### src/rtl/sadc_params.svh
// Timing constants and widths for the converter control and read port
`ifndef SADC_PARAMS_SVH
`define SADC_PARAMS_SVH
`define SADC_CLK_NS 100
`define SADC_CLK_PERIOD_NS 10
`define SADC_DATA_W 16
`define SADC_CONV_NS 8000
`define SADC_CONV_CYC (`SADC_CONV_NS / `SADC_CLK_PERIOD_NS)
`define SADC_BUSY_FALL_NS 85
`define SADC_BUSY_FALL_CYC ((`SADC_BUSY_FALL_NS / `SADC_CLK_PERIOD_NS) > 0 ? (`SADC_BUSY_FALL_NS / `SADC_CLK_PERIOD_NS) : 1)
`define SADC_EOC_BUSY_NS 220
`define SADC_EOC_BUSY_CYC ((`SADC_EOC_BUSY_NS + `SADC_CLK_PERIOD_NS - 1) / `SADC_CLK_PERIOD_NS)
`define SADC_VALID_BUSY_NS 50
`define SADC_VALID_BUSY_CYC ((`SADC_VALID_BUSY_NS + `SADC_CLK_PERIOD_NS - 1) / `SADC_CLK_PERIOD_NS)
`define SADC_PREV_HOLD_NS 7400
`define SADC_PREV_HOLD_CYC (`SADC_PREV_HOLD_NS / `SADC_CLK_PERIOD_NS)
`define SADC_FIFO_DEPTH 8
`endif

### src/rtl/sadc_pkg.sv
// Types shared by the converter control and read port
package sadc_pkg;
  typedef enum logic [3:0] {
    SADC_IDLE = 4'b0001,
    SADC_CONV = 4'b0010,
    SADC_EOC = 4'b0100,
    SADC_VALID = 4'b1000
  } sadc_state_t;
endpackage

### src/rtl/sadc_fifo.sv
// Small flip-flop FIFO with valid and ready on both sides
`timescale 1ns/1ns
module sadc_fifo #(
  parameter int WIDTH = 16,
  parameter int DEPTH = 8
) (
  // Clock and reset
  input wire logic clk_sys,
  input wire logic rst_n,
  input wire logic clkEn,
  // Fill side
  input wire logic inValid,
  output logic inReady,
  input wire logic [WIDTH-1:0] inData,
  // Drain side
  output logic outValid,
  input wire logic outReady,
  output logic [WIDTH-1:0] outData
);
  localparam int AW = (DEPTH > 1) ? $clog2(DEPTH) : 1;
  logic [WIDTH-1:0] mem [DEPTH];
  logic [AW-1:0] wrPtr;
  logic [AW-1:0] rdPtr;
  logic [AW:0] count;
  logic doWr;
  logic doRd;

  assign inReady = (count != (AW+1)'(DEPTH));
  assign outValid = (count != '0);
  assign doWr = clkEn && inValid && inReady;
  assign doRd = clkEn && outValid && outReady;
  assign outData = mem[rdPtr];

  always_ff @(posedge clk_sys)
  begin
    if (doWr)
    begin
      mem[wrPtr] <= inData;
    end
  end

  always_ff @(posedge clk_sys)
  begin
    if (!rst_n)
    begin
      wrPtr <= '0;
      rdPtr <= '0;
      count <= '0;
    end
    else
    begin
      if (doWr)
        wrPtr <= (wrPtr == AW'(DEPTH - 1)) ? '0 : wrPtr + 1'b1;
      if (doRd)
        rdPtr <= (rdPtr == AW'(DEPTH - 1)) ? '0 : rdPtr + 1'b1;
      if (doWr && !doRd)
        count <= count + 1'b1;
      else if (doRd && !doWr)
        count <= count - 1'b1;
    end
  end
endmodule // sadc_fifo

### src/rtl/sadc_port.sv
// Converter control and parallel read port: strobes, busy, result bus
// Summary of operation
// - Chip select high: bus floats, nothing happens.
// - Select falls, convert low: start, bus floats.
// - Convert falls, select low: start, bus floats.
// - Busy rising with read selected shows result.
// - Select falls, convert high, idle: show result.
// - Select falls during conversion: show previous result.
// - Result is 16-bit two's complement word.
// - Result valid, busy low, within 8 us.
// - Busy falls within 85 ns of start.
// - Busy rises 220 ns after conversion end.
// - Busy rises 50 ns after data valid; here the word updates 22 cycles (220 ns) before busy rises.
// - Previous result readable until 7.4 us.
// - Select and convert OR'ed; last falling starts.
// - Convert commands ignored while busy low.
// - Protection status high: data invalid, no drive high.
`timescale 1ns/1ns
`include "sadc_params.svh"
module sadc_port
  import sadc_pkg::*;
#(
  parameter int DATA_W = `SADC_DATA_W,
  parameter int CONV_CYC = `SADC_CONV_CYC,
  parameter int FIFO_DEPTH = `SADC_FIFO_DEPTH
) (
  // Clock, reset, enable
  input wire logic clk_sys,
  input wire logic rst_n,
  input wire logic clkEn,
  // Control pins, active low strobes from the controller
  input wire logic chipSel_n,
  input wire logic readConv_n,
  output logic busy_n,
  // Result bus pins
  output logic [DATA_W-1:0] resultOut,
  output logic resultOe,
  // Protection status
  input wire logic protFault,
  output logic protStatus,
  // Samples from the internal converter core
  input wire logic sampleValid,
  output logic sampleReady,
  input wire logic [DATA_W-1:0] sampleData
);
  localparam int CW = $clog2(CONV_CYC + 1);
  localparam int BFC = `SADC_BUSY_FALL_CYC;
  localparam int EBC = `SADC_EOC_BUSY_CYC;
  localparam int VBC = `SADC_VALID_BUSY_CYC;
  localparam int PHC = `SADC_PREV_HOLD_CYC;

  sadc_state_t state;
  sadc_state_t next_state;
  logic [1:0] csSync;
  logic [1:0] rcSync;
  logic [1:0] faultSync;
  logic csPrev;
  logic rcPrev;
  logic [CW-1:0] timer;
  logic [DATA_W-1:0] lastResult;
  logic [DATA_W-1:0] newResult;
  logic startReq;
  logic readEdge;
  logic csLow;
  logic rcLow;
  logic csFall;
  logic rcFall;
  logic fifoValid;
  logic fifoTake;
  logic [DATA_W-1:0] fifoData;
  logic busyReg;
  logic readOpen;

  // Pins arrive from another domain
  always_ff @(posedge clk_sys)
  begin
    if (!rst_n)
    begin
      csSync <= 2'h3;
      rcSync <= 2'h3;
      faultSync <= 2'h0;
    end
    else if (clkEn)
    begin
      csSync <= {csSync[0], chipSel_n};
      rcSync <= {rcSync[0], readConv_n};
      faultSync <= {faultSync[0], protFault};
    end
  end

  assign csLow = !csSync[1];
  assign rcLow = !rcSync[1];

  always_ff @(posedge clk_sys)
  begin
    if (!rst_n)
    begin
      csPrev <= 1'b1;
      rcPrev <= 1'b1;
    end
    else if (clkEn)
    begin
      csPrev <= csSync[1];
      rcPrev <= rcSync[1];
    end
  end

  assign csFall = csPrev && csLow;
  assign rcFall = rcPrev && rcLow;
  // The OR of the two strobes falling is the only start event
  assign startReq = (csFall && rcLow) || (rcFall && csLow);
  assign readEdge = csFall && !rcLow;

  // Core samples are buffered so a late reader stalls the converter only once all FIFO_DEPTH entries are full
  sadc_fifo #(
    .WIDTH(DATA_W),
    .DEPTH(FIFO_DEPTH)
  ) u_fifo (
    .clk_sys(clk_sys),
    .rst_n(rst_n),
    .clkEn(clkEn),
    .inValid(sampleValid),
    .inReady(sampleReady),
    .inData(sampleData),
    .outValid(fifoValid),
    .outReady(fifoTake),
    .outData(fifoData)
  );

  // Take one sample per conversion, at the start command
  assign fifoTake = (state == SADC_IDLE) && startReq && !faultSync[1];

  always_ff @(posedge clk_sys)
  begin
    if (!rst_n)
      state <= SADC_IDLE;
    else if (clkEn)
      state <= next_state;
  end

  always_comb
  begin
    next_state = state;
    case (state)
      SADC_IDLE:
        if (startReq && !faultSync[1])
          next_state = SADC_CONV;
      // New commands have no effect until the state returns to SADC_IDLE
      SADC_CONV:
        if (timer == CW'(CONV_CYC - EBC - 1))
          next_state = SADC_VALID;
      SADC_VALID:
        if (timer == CW'(CONV_CYC - EBC + VBC - 1))
          next_state = SADC_EOC;
      SADC_EOC:
        if (timer == CW'(CONV_CYC - 1))
          next_state = SADC_IDLE;
      default:
        next_state = SADC_IDLE;
    endcase
  end

  always_ff @(posedge clk_sys)
  begin
    if (!rst_n)
      timer <= '0;
    else if (clkEn)
    begin
      if (state == SADC_IDLE)
        timer <= '0;
      else
        timer <= timer + 1'b1;
    end
  end

  // Busy low one cycle after start, well inside the fall limit
  always_ff @(posedge clk_sys)
  begin
    if (!rst_n)
      busyReg <= 1'b1;
    else if (clkEn)
      busyReg <= (next_state == SADC_IDLE);
  end

  assign busy_n = busyReg;

  // Captured at start; a word with no sample left repeats the last one
  always_ff @(posedge clk_sys)
  begin
    if (!rst_n)
      newResult <= '0;
    else if (clkEn && fifoTake)
      newResult <= fifoValid ? fifoData : lastResult;
  end

  // Previous word stays readable until the update point, which lies past the hold time at the default length
  always_ff @(posedge clk_sys)
  begin
    if (!rst_n)
      lastResult <= '0;
    else if (clkEn && state == SADC_CONV && next_state == SADC_VALID)
      lastResult <= newResult;
  end

  // Bus opens on a read edge or at the end of a conversion while read is selected
  always_ff @(posedge clk_sys)
  begin
    if (!rst_n)
      readOpen <= 1'b0;
    else if (clkEn)
    begin
      if (!csLow || faultSync[1])
        readOpen <= 1'b0;
      else if (startReq)
        readOpen <= 1'b0;
      else if (readEdge)
        readOpen <= 1'b1;
      else if (state == SADC_EOC && next_state == SADC_IDLE && !rcLow)
        readOpen <= 1'b1;
    end
  end

  always_ff @(posedge clk_sys)
  begin
    if (!rst_n)
    begin
      resultOut <= '0;
      resultOe <= 1'b0;
    end
    else if (clkEn)
    begin
      // A start closes the bus at once, even after a read edge one cycle earlier
      resultOe <= readOpen && !startReq && !faultSync[1];
      // Drive low while in fault so the pins never source current
      resultOut <= faultSync[1] ? '0 : lastResult;
    end
  end

  always_ff @(posedge clk_sys)
  begin
    if (!rst_n)
      protStatus <= 1'b0;
    else if (clkEn)
      protStatus <= faultSync[1];
  end

  // Unused constant kept for the busy fall timing rule
  localparam int UNUSED_BFC = BFC;
endmodule // sadc_port

### config.mk
export PLATFORM = sky130hd
export DESIGN_NAME = sadc_port
export DESIGN_NICKNAME = d
export VERILOG_FILES = /design/src/rtl/sadc_pkg.sv /design/src/rtl/sadc_fifo.sv /design/src/rtl/sadc_port.sv
export VERILOG_INCLUDE_DIRS = /design/src /design/src/rtl
export SDC_FILE = /design/constraint.sdc
export NUM_CORES = 1
export LEC_CHECK = 0
export BUFFER_PORTS_ARGS = -buffer_cell sky130_fd_sc_hd__buf_4
export CAP_MARGIN = 20
export CORE_ASPECT_RATIO = 0.9
export CORE_MARGIN = 3
export CORE_UTILIZATION = 24
export CTS_BUF_LIST = sky130_fd_sc_hd__clkbuf_4
export DETAILED_ROUTE_END_ITERATION = 10
export PLACE_DENSITY = 0.44
export SYNTH_ARGS = -nofsm -noshare
export SYNTH_HDL_FRONTEND = slang
export SYNTH_SLANG_ARGS = --single-unit
### constraint.sdc
create_clock -name clk_sys -period 7 [get_ports clk_sys]
set_input_delay 0.7 -clock clk_sys [delete_from_list [all_inputs] [get_ports clk_sys]]
set_output_delay 0.7 -clock clk_sys [all_outputs]
set_load 0.02 [all_outputs]
# Word-level counts from Yosys, hierarchy flattened
# Memories as Yosys holds them, arrays and structs flattened. A register that Yosys moved wholly into a read port is not among the register bits.
# Index checks and enable logic that the tools add are counted.
[op_classes]
add_sub_neg = 5
eq_ne = 12
mux = 20
reduce_logical = 33
[op_table]
columns = ["op", "n"]
rows = [
  ["16-bit two-way mux", 2],
  ["10-bit equality test, second input constant", 3],
  ["4-bit two-way mux", 6],
  ["1-bit logical AND", 21],
  ["4-bit case mux with 4 select lines", 1],
  ["3-bit two-way mux", 4],
  ["10-bit by 1-bit adder with 10-bit output, second input constant", 1],
  ["10-bit two-way mux", 1],
  ["4-bit by 1-bit equality test with 1-bit output, second input constant", 2],
  ["4-bit equality test, second input constant", 2],
  ["4-bit nonzero test", 2],
  ["3-bit by 1-bit adder with 3-bit output, second input constant", 2],
  ["3-bit equality test, second input constant", 2],
  ["1-bit zero test", 6],
  ["1-bit two-way mux", 6],
  ["4-bit by 1-bit adder with 4-bit output, second input constant", 1],
  ["4-bit by 2-bit equality test with 1-bit output, second input constant", 1],
  ["4-bit by 3-bit equality test with 1-bit output, second input constant", 1],
  ["4-bit inequality test, second input constant", 1],
  ["4-bit by 1-bit subtractor with 4-bit output, second input constant", 1],
  ["1-bit logical OR", 2],
  ["2-bit AND reduction", 1],
  ["2-bit nonzero test", 1],
]
[totals]
regBits = 84
ramBits = 128
in_bits = 23
out_inout_bits = 20
wordCells = 88
n_memories = 1
[mem_list]
columns = ["name", "depth", "word_bits", "read_ports", "rd_ports_with_merged_regs", "write_ports", "line_no", "rtl"]
rows = [
  ["u_fifo.mem", 8, 16, 1, 1, 1, "sadc_fifo.sv:21", "logic [WIDTH-1:0] mem [DEPTH];"],
]

# Logic depth before layout (Yosys ltp)
# Gate-level depths: netlist (run 1).
[depth]
word_depth = 14
ltp_mapped = 12
ltp_nobuf = 10

# Cells and area by module
# Synthesis (run 1) repeated with hierarchy kept, for this count alone.
[unflattened]
hier_cells = 619
area_unflattened_um2 = 8908.5
[by_module_without_submodules]
columns = ["module", "instances", "cells_each", "area_per_inst_um2", "seq_area_each_um2"]
rows = [
  ["sadc_fifo", 1, 260, 5601.6, 4103.9],
  ["sadc_port", 1, 359, 3306.9, 1481.4],
]

# Worst setup path before layout (run 1)
# OpenSTA, ideal clock, no wires.
[synth_timing]
path_type = "input-to-reg"
startpoint = "input clkEn"
endpoint = "memory u_fifo.mem[0][0] (enable)"
setup_time_ns = 0.430
arrival_ns = 2.643
required_ns = 6.570
slack_ns = 3.926
stages = 3
path_buffers = 1
path_cell_list = "buf_2 -> nand3_2 -> nor4_1"
[synth_via]
elab_chain_cells = 4
[synth_rtl]
columns = ["element", "line_no", "rtl"]
rows = [
  ["start: declaration", "sadc_port.sv:30", "input wire logic clkEn,"],
  ["1-bit logical AND (2 in series)", "sadc_fifo.sv:30", "assign doWr = clkEn && inValid && inReady;"],
  ["1-bit two-way mux", "sadc_fifo.sv:36", "if (doWr)"],
  ["1-bit two-way mux (implied by the code)", "sadc_fifo.sv:38", "mem[wrPtr] <= inData;"],
  ["end: declaration", "sadc_fifo.sv:21", ""],
]
# No other way between the ends.

# Worst setup path in the final report (run 1)
[layout_timing]
startpoint = "register state[3]"
endpoint = "register u_fifo.count[3]"
[layout_via]
elab_chain_cells = 7
word_cells_on_any_way = 9
cone_classes = "eq/ne: 1; mux: 1; reduce/logical: 7"
[layout_rtl]
columns = ["element", "line_no", "rtl"]
rows = [
  ["start: declaration", "sadc_port.sv:52", "sadc_state_t state;"],
  ["start signal: assignment", "sadc_port.sv:138", "state <= next_state;"],
  ["4-bit by 1-bit equality test with 1-bit output (*)", "sadc_port.sv:131", "assign fifoTake = (state == SADC_IDLE) && startReq && !faultSync[1];"],
  ["1-bit logical AND (*) (2 in series)", "sadc_port.sv:131", ""],
  ["1-bit logical AND (*)", "sadc_fifo.sv:31", "assign doRd = clkEn && outValid && outReady;"],
  ["1-bit zero test", "sadc_fifo.sv:56", "if (doWr && !doRd)"],
  ["1-bit logical AND", "sadc_fifo.sv:56", ""],
  ["4-bit two-way mux / 2-bit nonzero test (equally long branches)", "n/a", ""],
  ["end signal: assignment", "sadc_fifo.sv:57", "count <= count + 1'b1;"],
  ["end signal: assignment", "sadc_fifo.sv:59", "count <= count - 1'b1;"],
  ["end: declaration", "sadc_fifo.sv:24", "logic [AW:0] count;"],
]
# Every way passes the cells marked *; elsewhere a longest branch is shown, timed or not.
# A chain may end at the register's enable or synchronous reset.

==> results by stage, run 1 <==
Placement:
- The number of placed instances with taps included is 1140.
- During placement, the flow inserted port buffers numbering 42.
- Routability-driven placement finished with a final weighted congestion of 0.6955.
- Timing analysis after detailed placement gives a worst setup slack of 3.734 ns.
- After legalization and detailed placement, the total HPWL measured 11.78 mm.
- The placed standard-cell area is 9509 sq um.

Power:
- The sum of internal, switching and leakage power is 2.637 mW.
- For this design the static power due to leakage is 3.555 nW.
- The largest voltage drop on the vdd net is 0.1046 mV.
- The cell area power density is 256.1 nW/um^2.

Clock network:
- The maximum buffer depth of the clock tree is 3.
- Clock tree synthesis inserted a total of 58 buffers.
- The H-tree generated during clock tree synthesis spans 2 levels.
- The number of gates resized after CTS was 0.
- The CTS tree is yes.
- The number of sinks driven by the clock tree is 215.
- The clock tree root driver cell is sky130_fd_sc_hd__clkbuf_4.
- The source-to-sink clock delay at the later pin of the worst-skew pair is 0.74 ns.
- Buffers inserted to repair hold after CTS numbered 0.
- The number of setup buffers added after CTS is 0.
- The clock edge transition at the registers on the reported setup and hold paths is 0.07 ns.

Logic synthesis:
- The mean area per synthesized cell is 13.10 sq um.
- The post-synthesis sequential area ratio is 64.49%.
- The number of synthesized flops with an enable pin is 128.
- After technology mapping, the gate count stands at 661.
- The proportion of netlist area held by the largest area contributor is 44.38%.
- The most used standard cell by instance count after synthesis is sky130_fd_sc_hd__edfxtp_1.
- Of all cell types, the one taking the most synthesized area is sky130_fd_sc_hd__edfxtp_1.
- The fraction of registers with async set/reset is 0%.
- Ranked by total cell area, the synthesized netlist is headed by sky130_fd_sc_hd__edfxtp_1 44%, sky130_fd_sc_hd__dfxtp_1 20%, sky130_fd_sc_hd__mux2i_1 11%, sky130_fd_sc_hd__a22oi_1 4.2%, sky130_fd_sc_hd__nand2_1 3.4%.
- The count of yosys warnings during synthesis is 0.
- The post-synthesis register bit count is 215.
- For this run, the leading register cell type out of synthesis is sky130_fd_sc_hd__edfxtp_1.
- After synthesis, the most frequently instantiated cells are 128 x sky130_fd_sc_hd__edfxtp_1, 93 x sky130_fd_sc_hd__mux2i_1, 87 x sky130_fd_sc_hd__dfxtp_1.
- The net count after synthesis is 695.
- The post-synthesis instance area is 8661 sq um.
- In this run, distinct cell masters in the synthesized netlist total 49.

Final layout:
- Relative to the synthesized area, the layout overhead comes to 18.88%.
- The final layout contains 765 nets.
- The count of placed standard cells in the final layout, fillers left out is 1247.
- The utilization of the core after routing is 29.17%.
- The share of final-layout standard cells stronger than drive strength 1 is 22.14%.
- Once layout is done, the placed cells without fillers occupy 10300 sq um.

Status:
- The run finished with clean final reports.

Run:
- The number of max-capacitance violations reported is 0.

Global route:
- The initial antenna violation count is 1.
- The global-route track usage on met3 is 2.819%.
- The maximum number of pins on one net before global-route repair is 99.
- The number of global-route vias before repair is 5460.
- The residual overflow from global routing is 0.
- The total global-route track usage is 10.52%.
- The first global-routing pass estimated 31.27 mm of wire.
- In the global route stage, met2 resource usage came out at 16.62%.
- For met1 alone, demand over resource in global routing was 14.01%.
- The layer flagged by global routing as most heavily used is met2.

Die:
- The starting density of the core is 24.54%.
- The core region is 35300 sq um.
- The row count is 65.
- In this run the horizontal extent of the chip is 206.2 um.
- 43 I/O pins were placed.
- The floorplan step defined a die boundary enclosing 38410 sq um.
- The die is 186.2 um tall.

Timing:
- The share of the clock period used by the worst path is 43.41%.
- The highest attainable clock frequency is 0.3291 GHz.
- The max-slew violation count came to 0.
- Setup violations remaining at the end of the flow were counted as 0.
- The headroom to the max-slew limit is 25.78%.
- The final critical path time including I/O delays and setup is 3.039 ns.
- Adding up every negative setup slack in the final design gives 0 ns.
- The number of failing hold endpoints at the final stage was 0.
- For the pin with the worst max-slew slack, the measured transition is 1.112 ns.
- Setup repair after global routing left no endpoint under its margin.
- The setup slack after layout is 3.961 ns.
- The worst-case clock skew is 0.07776 ns.
- The smallest hold slack is 0.1915 ns.

Worst setup path:
- STA puts the critical path data arrival time at 3.66 ns.
- The critical-path maximum fanout is 34.
- The critical path is of the reg2reg type.
- The capturing element type of the critical path is a flip-flop.
- The nature of the critical path startpoint is a flip-flop.
- At the worst endpoint, the required time is 7.62 ns.

Routing:
- The number of detailed-routing iterations run before antenna repair is 4.
- Wires add up to 19.94 mm.
- The number of remaining DRC errors is 0.
- Dividing the detail-routed wire length by the instance count gives 15.99 um.
- Once detail routing completed, the nets flagged for antenna violations numbered 0.
- The violation count after the first detailed-route iteration is 295.
- The via density per instance is 4.300.
- The detailed router placed 5362 vias in this run.

Worst hold path:
- The min-delay analysis places its worst path in the category in2reg.
critical path, cell delays in order (launching register included):
cell and delay (ns):
sky130_fd_sc_hd__dfxtp_1 0.38, sky130_fd_sc_hd__nor4b_2 0.44, sky130_fd_sc_hd__and4_1 0.24, sky130_fd_sc_hd__buf_4 0.33, sky130_fd_sc_hd__nand2b_1 0.23, sky130_fd_sc_hd__ha_1 0.27
sky130_fd_sc_hd__inv_1 0.13, sky130_fd_sc_hd__ha_1 0.28, sky130_fd_sc_hd__a21oi_1 0.18, sky130_fd_sc_hd__a211oi_1 0.10, sky130_fd_sc_hd__a31oi_1 0.19, sky130_fd_sc_hd__mux2i_1 0.20
cells by family after synthesis:
logic type	Yosys count	share of synthesized area (%)
flops	215	64.49
fa+ha+maj	11	1.676
simple gates	187	11.30
buf+inv	50	2.441
compound gates	93	8.133
mux	93	10.75
xor+xnor	12	1.214
power by group:
| part | internal (mW) | switching (mW) |
|---|---|---|
| clock | 0.627 | 0.531 |
| sequential | 1.35 | 0.0127 |
| combinational | 0.0401 | 0.0707 |
worst paths after layout:
kind | start | end | slack [ns] | cells past startpoint
max | state[3]$_SDFFE_PN0P_ | u_fifo.count[3]$_SDFFE_PN0P_ | 3.96 | 11
min | sampleData[7] | u_fifo.mem[7][7]$_DFFE_PP_ | 0.19 | 1
max reg2reg | state[3]$_SDFFE_PN0P_ | u_fifo.count[3]$_SDFFE_PN0P_ | 3.96 | 11
min reg2reg | newResult[2]$_SDFFE_PN0P_ | lastResult[2]$_SDFFE_PN0P_ | 0.46 | 2
per-layer routing:
layer / up-vias / share of wire, %
met1: 2562 / 49
met3: 33 / 4.4
met5: - / 0
li1: 2673 / -
met2: 94 / 45
met4: 0 / 2.1
sequential cells by signal, indices dropped and copies added, names as in the netlist, named ones only:
name / cells
rcSync: 2
lastResult: 16
resultOut: 16
u_fifo.wrPtr: 3
u_fifo.rdPtr: 3
u_fifo.mem: 128
state: 4
faultSync: 2
u_fifo.count: 4
newResult: 16
busy_n: 1
timer: 10
resultOe: 1
csPrev: 1
rcPrev: 1
readOpen: 1
protStatus: 1
csSync: 2
cell usage in the layout, fill, tap and decap left out, drive strengths merged, types with 2 or more instances in the layout:
cell / instances
nand2b: 6
o221ai: 16
nor3: 7
nand3b: 2
nor2: 25
or4b: 3
o21ai: 6
a22oi: 48
inv: 11
a211oi: 3
nor2b: 22
dfxtp: 87
a31oi: 4
a21boi: 4
and2: 3
nor4b: 2
ha: 10
nand2: 78
nand4: 21
clkinv: 12
mux2i: 93
buf: 52
a21oi: 3
o211ai: 3
clkbuf: 90
xor2: 5
xnor2: 7
edfxtp: 128
nand3: 8
nor4: 6
layout make-up:
cell class | count | area (sq um)
Timing Repair Buffer | 52 | 397.9
Fill cell | 3672 | 25000
Tap cell | 469 | 586.8
Clock buffer | 90 | 675.6
Multi-Input combinational cell | 396 | 2905
Clock inverter | 16 | 108.9
Antenna cell | 1 | 2.502
Inverter | 8 | 30.03
Sequential cell | 215 | 5589
No activity file was read; power rests on OpenSTA's default activity.
==> run 2: changes to the inputs <==
==> constraint.sdc (replaced) <==
create_clock -name clk_sys -period 2.91 [get_ports clk_sys]
set_input_delay 0.291 -clock clk_sys [delete_from_list [all_inputs] [get_ports clk_sys]]
set_output_delay 0.291 -clock clk_sys [all_outputs]
set_load 0.02 [all_outputs]
==> results by stage, run 2 (same netlist as run 1, synthesis figures left out) <==
Timing:
- The share of the clock period used by the worst path came to 90.76% (was 43.41%).
- Unrepaired setup endpoints after global routing: no (unchanged).
- The highest attainable clock frequency is 0.3786 GHz (was 0.3291 GHz).
- The max-slew violation count came to 0 (unchanged).
- The setup TNS after final layout came to 0 ns (unchanged).
- The final critical path time including I/O delays and setup is 2.641 ns (was 3.039 ns).
- The final number of setup-violating endpoints is 0 (unchanged).
- The headroom to the max-slew limit was 29.90% (was 25.78%).
- The slew at the pin closest to its max-slew limit was 1.050 ns (was 1.112 ns).
- The worst-case clock skew is 0.05447 ns (was 0.07776 ns).
- The number of failing hold endpoints at the final stage is 0 (unchanged).

Global route:
- The maximum number of pins on one net before global-route repair is 51 (was 99).
- The number of global-route vias before repair is 5756 (was 5460).
- The first-pass GRT wire length is 31.26 mm (was 31.27 mm).
- The residual overflow from global routing was 0 (unchanged).
- The total global-route track usage is 10.47% (was 10.52%).
- The initial antenna violation count is 2 (was 1).

Final layout:
- The area added between synthesis and finish was 22.26% (was 18.88%).
- The top register by number of flip-flops is u_fifo.mem (unchanged).
- The number of nets in the final layout is 799 (was 765).
- The flip-flop count of the largest register, all copies and words added is 128 (unchanged).
- The count of placed standard cells in the final layout, fillers left out is 1274 (was 1247).
- The share of final-layout standard cells stronger than drive strength 1 is 22.26% (was 22.14%).
- The commonest non-fill, non-tap cell in the layout is sky130_fd_sc_hd__edfxtp_1 (unchanged).
- Commonest non-fill, non-tap cells in the layout: 128 x sky130_fd_sc_hd__edfxtp_1, 95 x sky130_fd_sc_hd__clkbuf_4, 93 x sky130_fd_sc_hd__mux2i_1 (was 128 x sky130_fd_sc_hd__edfxtp_1, 93 x sky130_fd_sc_hd__mux2i_1, 90 x sky130_fd_sc_hd__clkbuf_4).

Clock network:
- The CTS tree is yes (unchanged).
- The number of sinks driven by the clock tree came to 215 (unchanged).
- The TritonCTS buffer count is 60 (was 58).
- The buffer count from post-CTS setup fixing is 0 (unchanged).
- The source-to-sink clock delay at the later pin of the worst-skew pair came to 0.69 ns (was 0.74 ns).
- The clock tree root driver cell is sky130_fd_sc_hd__clkbuf_4 (unchanged).
- The maximum level of the CTS H-tree is 2 (unchanged).
- The maximum buffer depth of the clock tree is 3 (unchanged).
- The clock edge transition at the registers on the reported setup and hold paths is 0.06 ns (was 0.07 ns).

Worst setup path:
- The critical path arrival is 3.26 ns (was 3.66 ns).
- The category of the critical setup timing path is reg2reg (unchanged).
- The critical-path maximum fanout is 5 (was 34).
- The nature of the critical path startpoint was a flip-flop (unchanged).
- The capturing element type of the critical path is a flip-flop (unchanged).
- The critical path data required time was 3.53 ns (was 7.62 ns).

Die:
- The vertical die dimension is 186.2 um (unchanged).
- The row count came to 65 (unchanged).
- The area of the core came to 35300 sq um (unchanged).
- The overall die area came to 38410 sq um (unchanged).
- The I/O pin total is 43 (unchanged).
- The starting density of the core was 24.54% (unchanged).
- The width of the chip is 206.2 um (unchanged).

Routing:
- The violation count after the first detailed-route iteration is 242 (was 295).
- The via density per instance is 4.342 (was 4.300).
- The detailed-route wire length per cell is 15.45 um (was 15.99 um).
- The number of detailed-routing iterations run before antenna repair was 4 (unchanged).
- The number of remaining DRC errors came to 0 (unchanged).
- The routed via count is 5532 (was 5362).
- The count of nets left with antenna violations after detail routing is 0 (unchanged).
- The total routed wirelength is 19.69 mm (was 19.94 mm).

Status:
- Run status: completed (unchanged).

Placement:
- The detailed placement HPWL is 11.85 mm (was 11.78 mm).
- The number of placed instances with taps included is 1148 (was 1140).
- The number of buffer cells added on primary ports is 42 (unchanged).
- The placer congestion estimate was 0.7381 (was 0.6955).

Power:
- The standby leakage power is 3.690 nW (was 3.555 nW).
- The largest voltage drop on the vdd net came to 0.2279 mV (was 0.1046 mV).
- The cell area power density is 599.9 nW/um^2 (was 256.1 nW/um^2).

Run:
- The number of max-capacitance violations reported was 0 (unchanged).

Worst hold path:
- The worst hold path class is in2reg (unchanged).
## run 2: metal layers
metal  vias up  routed length (um)  part of all wire, %  track usage [%]
li1       2727                   -                    -                -
met4         2                 397                  2.0            3.827
met1      2662                9067                   46            13.24
met3        43                 938                  4.8            2.749
met5         -                   7                0.036                0
met2        98                9274                   47            17.39
## run 2: cell type report
type                    instances  area [sq um]
fillers                      3641         24710
inverters                       8         30.03
flip-flops and latches        215          5589
clock buffers                  95         713.2
well taps                     469         586.8
clock inverters                 6         57.56
diodes                          1         2.502
repair buffers                 84         703.2
multi-input cells             396          2907
## run 2: worst paths after layout
path	start	endpoint	slack, ns	depth (start not counted)
worst max-delay path	u_fifo.count[0]$_SDFFE_PN0P_	u_fifo.count[3]$_SDFFE_PN0P_	0.27	10
worst min-delay path	sampleValid	u_fifo.wrPtr[1]$_SDFFE_PN0P_	0.10	5
worst max register to register	u_fifo.count[0]$_SDFFE_PN0P_	u_fifo.count[3]$_SDFFE_PN0P_	0.27	10
worst min register to register	newResult[14]$_SDFFE_PN0P_	lastResult[14]$_SDFFE_PN0P_	0.46	2
## run 2: critical path, cell delays in order (launching register included)
cell	delay (ns)
sky130_fd_sc_hd__dfxtp_1	0.37
sky130_fd_sc_hd__or4b_2	0.71
sky130_fd_sc_hd__nand3_2	0.11
sky130_fd_sc_hd__inv_1	0.09
sky130_fd_sc_hd__ha_1	0.21
sky130_fd_sc_hd__inv_1	0.13
sky130_fd_sc_hd__ha_1	0.28
sky130_fd_sc_hd__a21oi_1	0.19
sky130_fd_sc_hd__a211oi_1	0.10
sky130_fd_sc_hd__a31oi_1	0.19
sky130_fd_sc_hd__mux2i_1	0.19
## run 2: where the power goes
part / total (mW) / switching, mW / leakage (nW) / internal (mW)
Combinational: 0.298 / 0.175 / 1.37 / 0.123
Clock: 2.76 / 1.22 / 0.461 / 1.54
Sequential: 3.29 / 0.0308 / 1.86 / 3.26
Total: 6.35 / 1.42 / 3.69 / 4.93
## run 2: what timing repair did
| item | CTS | global route |
|---|---|---|
| setup endpoints to repair | 0 | 1 |
| hold buffers | 24 | 0 |
| gates resized for setup | 0 | 1 |
| endpoints found under the hold margin | 136 | 0 |
## run 2: metrics by stage
step / hold slack [ns] / setup WS (ns) / area, sq um / power [mW] / utilization, %
2_1_floorplan: 0.3899 / 0.07080 / 8661 / 3.508 / -
3_3_place_gp: 0.4574 / 0.3119 / 9567 / 3.634 / 27.10
3_5_place_dp: 0.4591 / 0.2687 / 9567 / 3.636 / 27.10
4_1_cts: 0.02443 / 0.2383 / 10580 / 6.485 / 29.97
5_1_grt: 0.08396 / 0.06308 / 10590 / 6.683 / 30.00
6_report: 0.1009 / 0.2689 / 10590 / 6.352 / 30.00
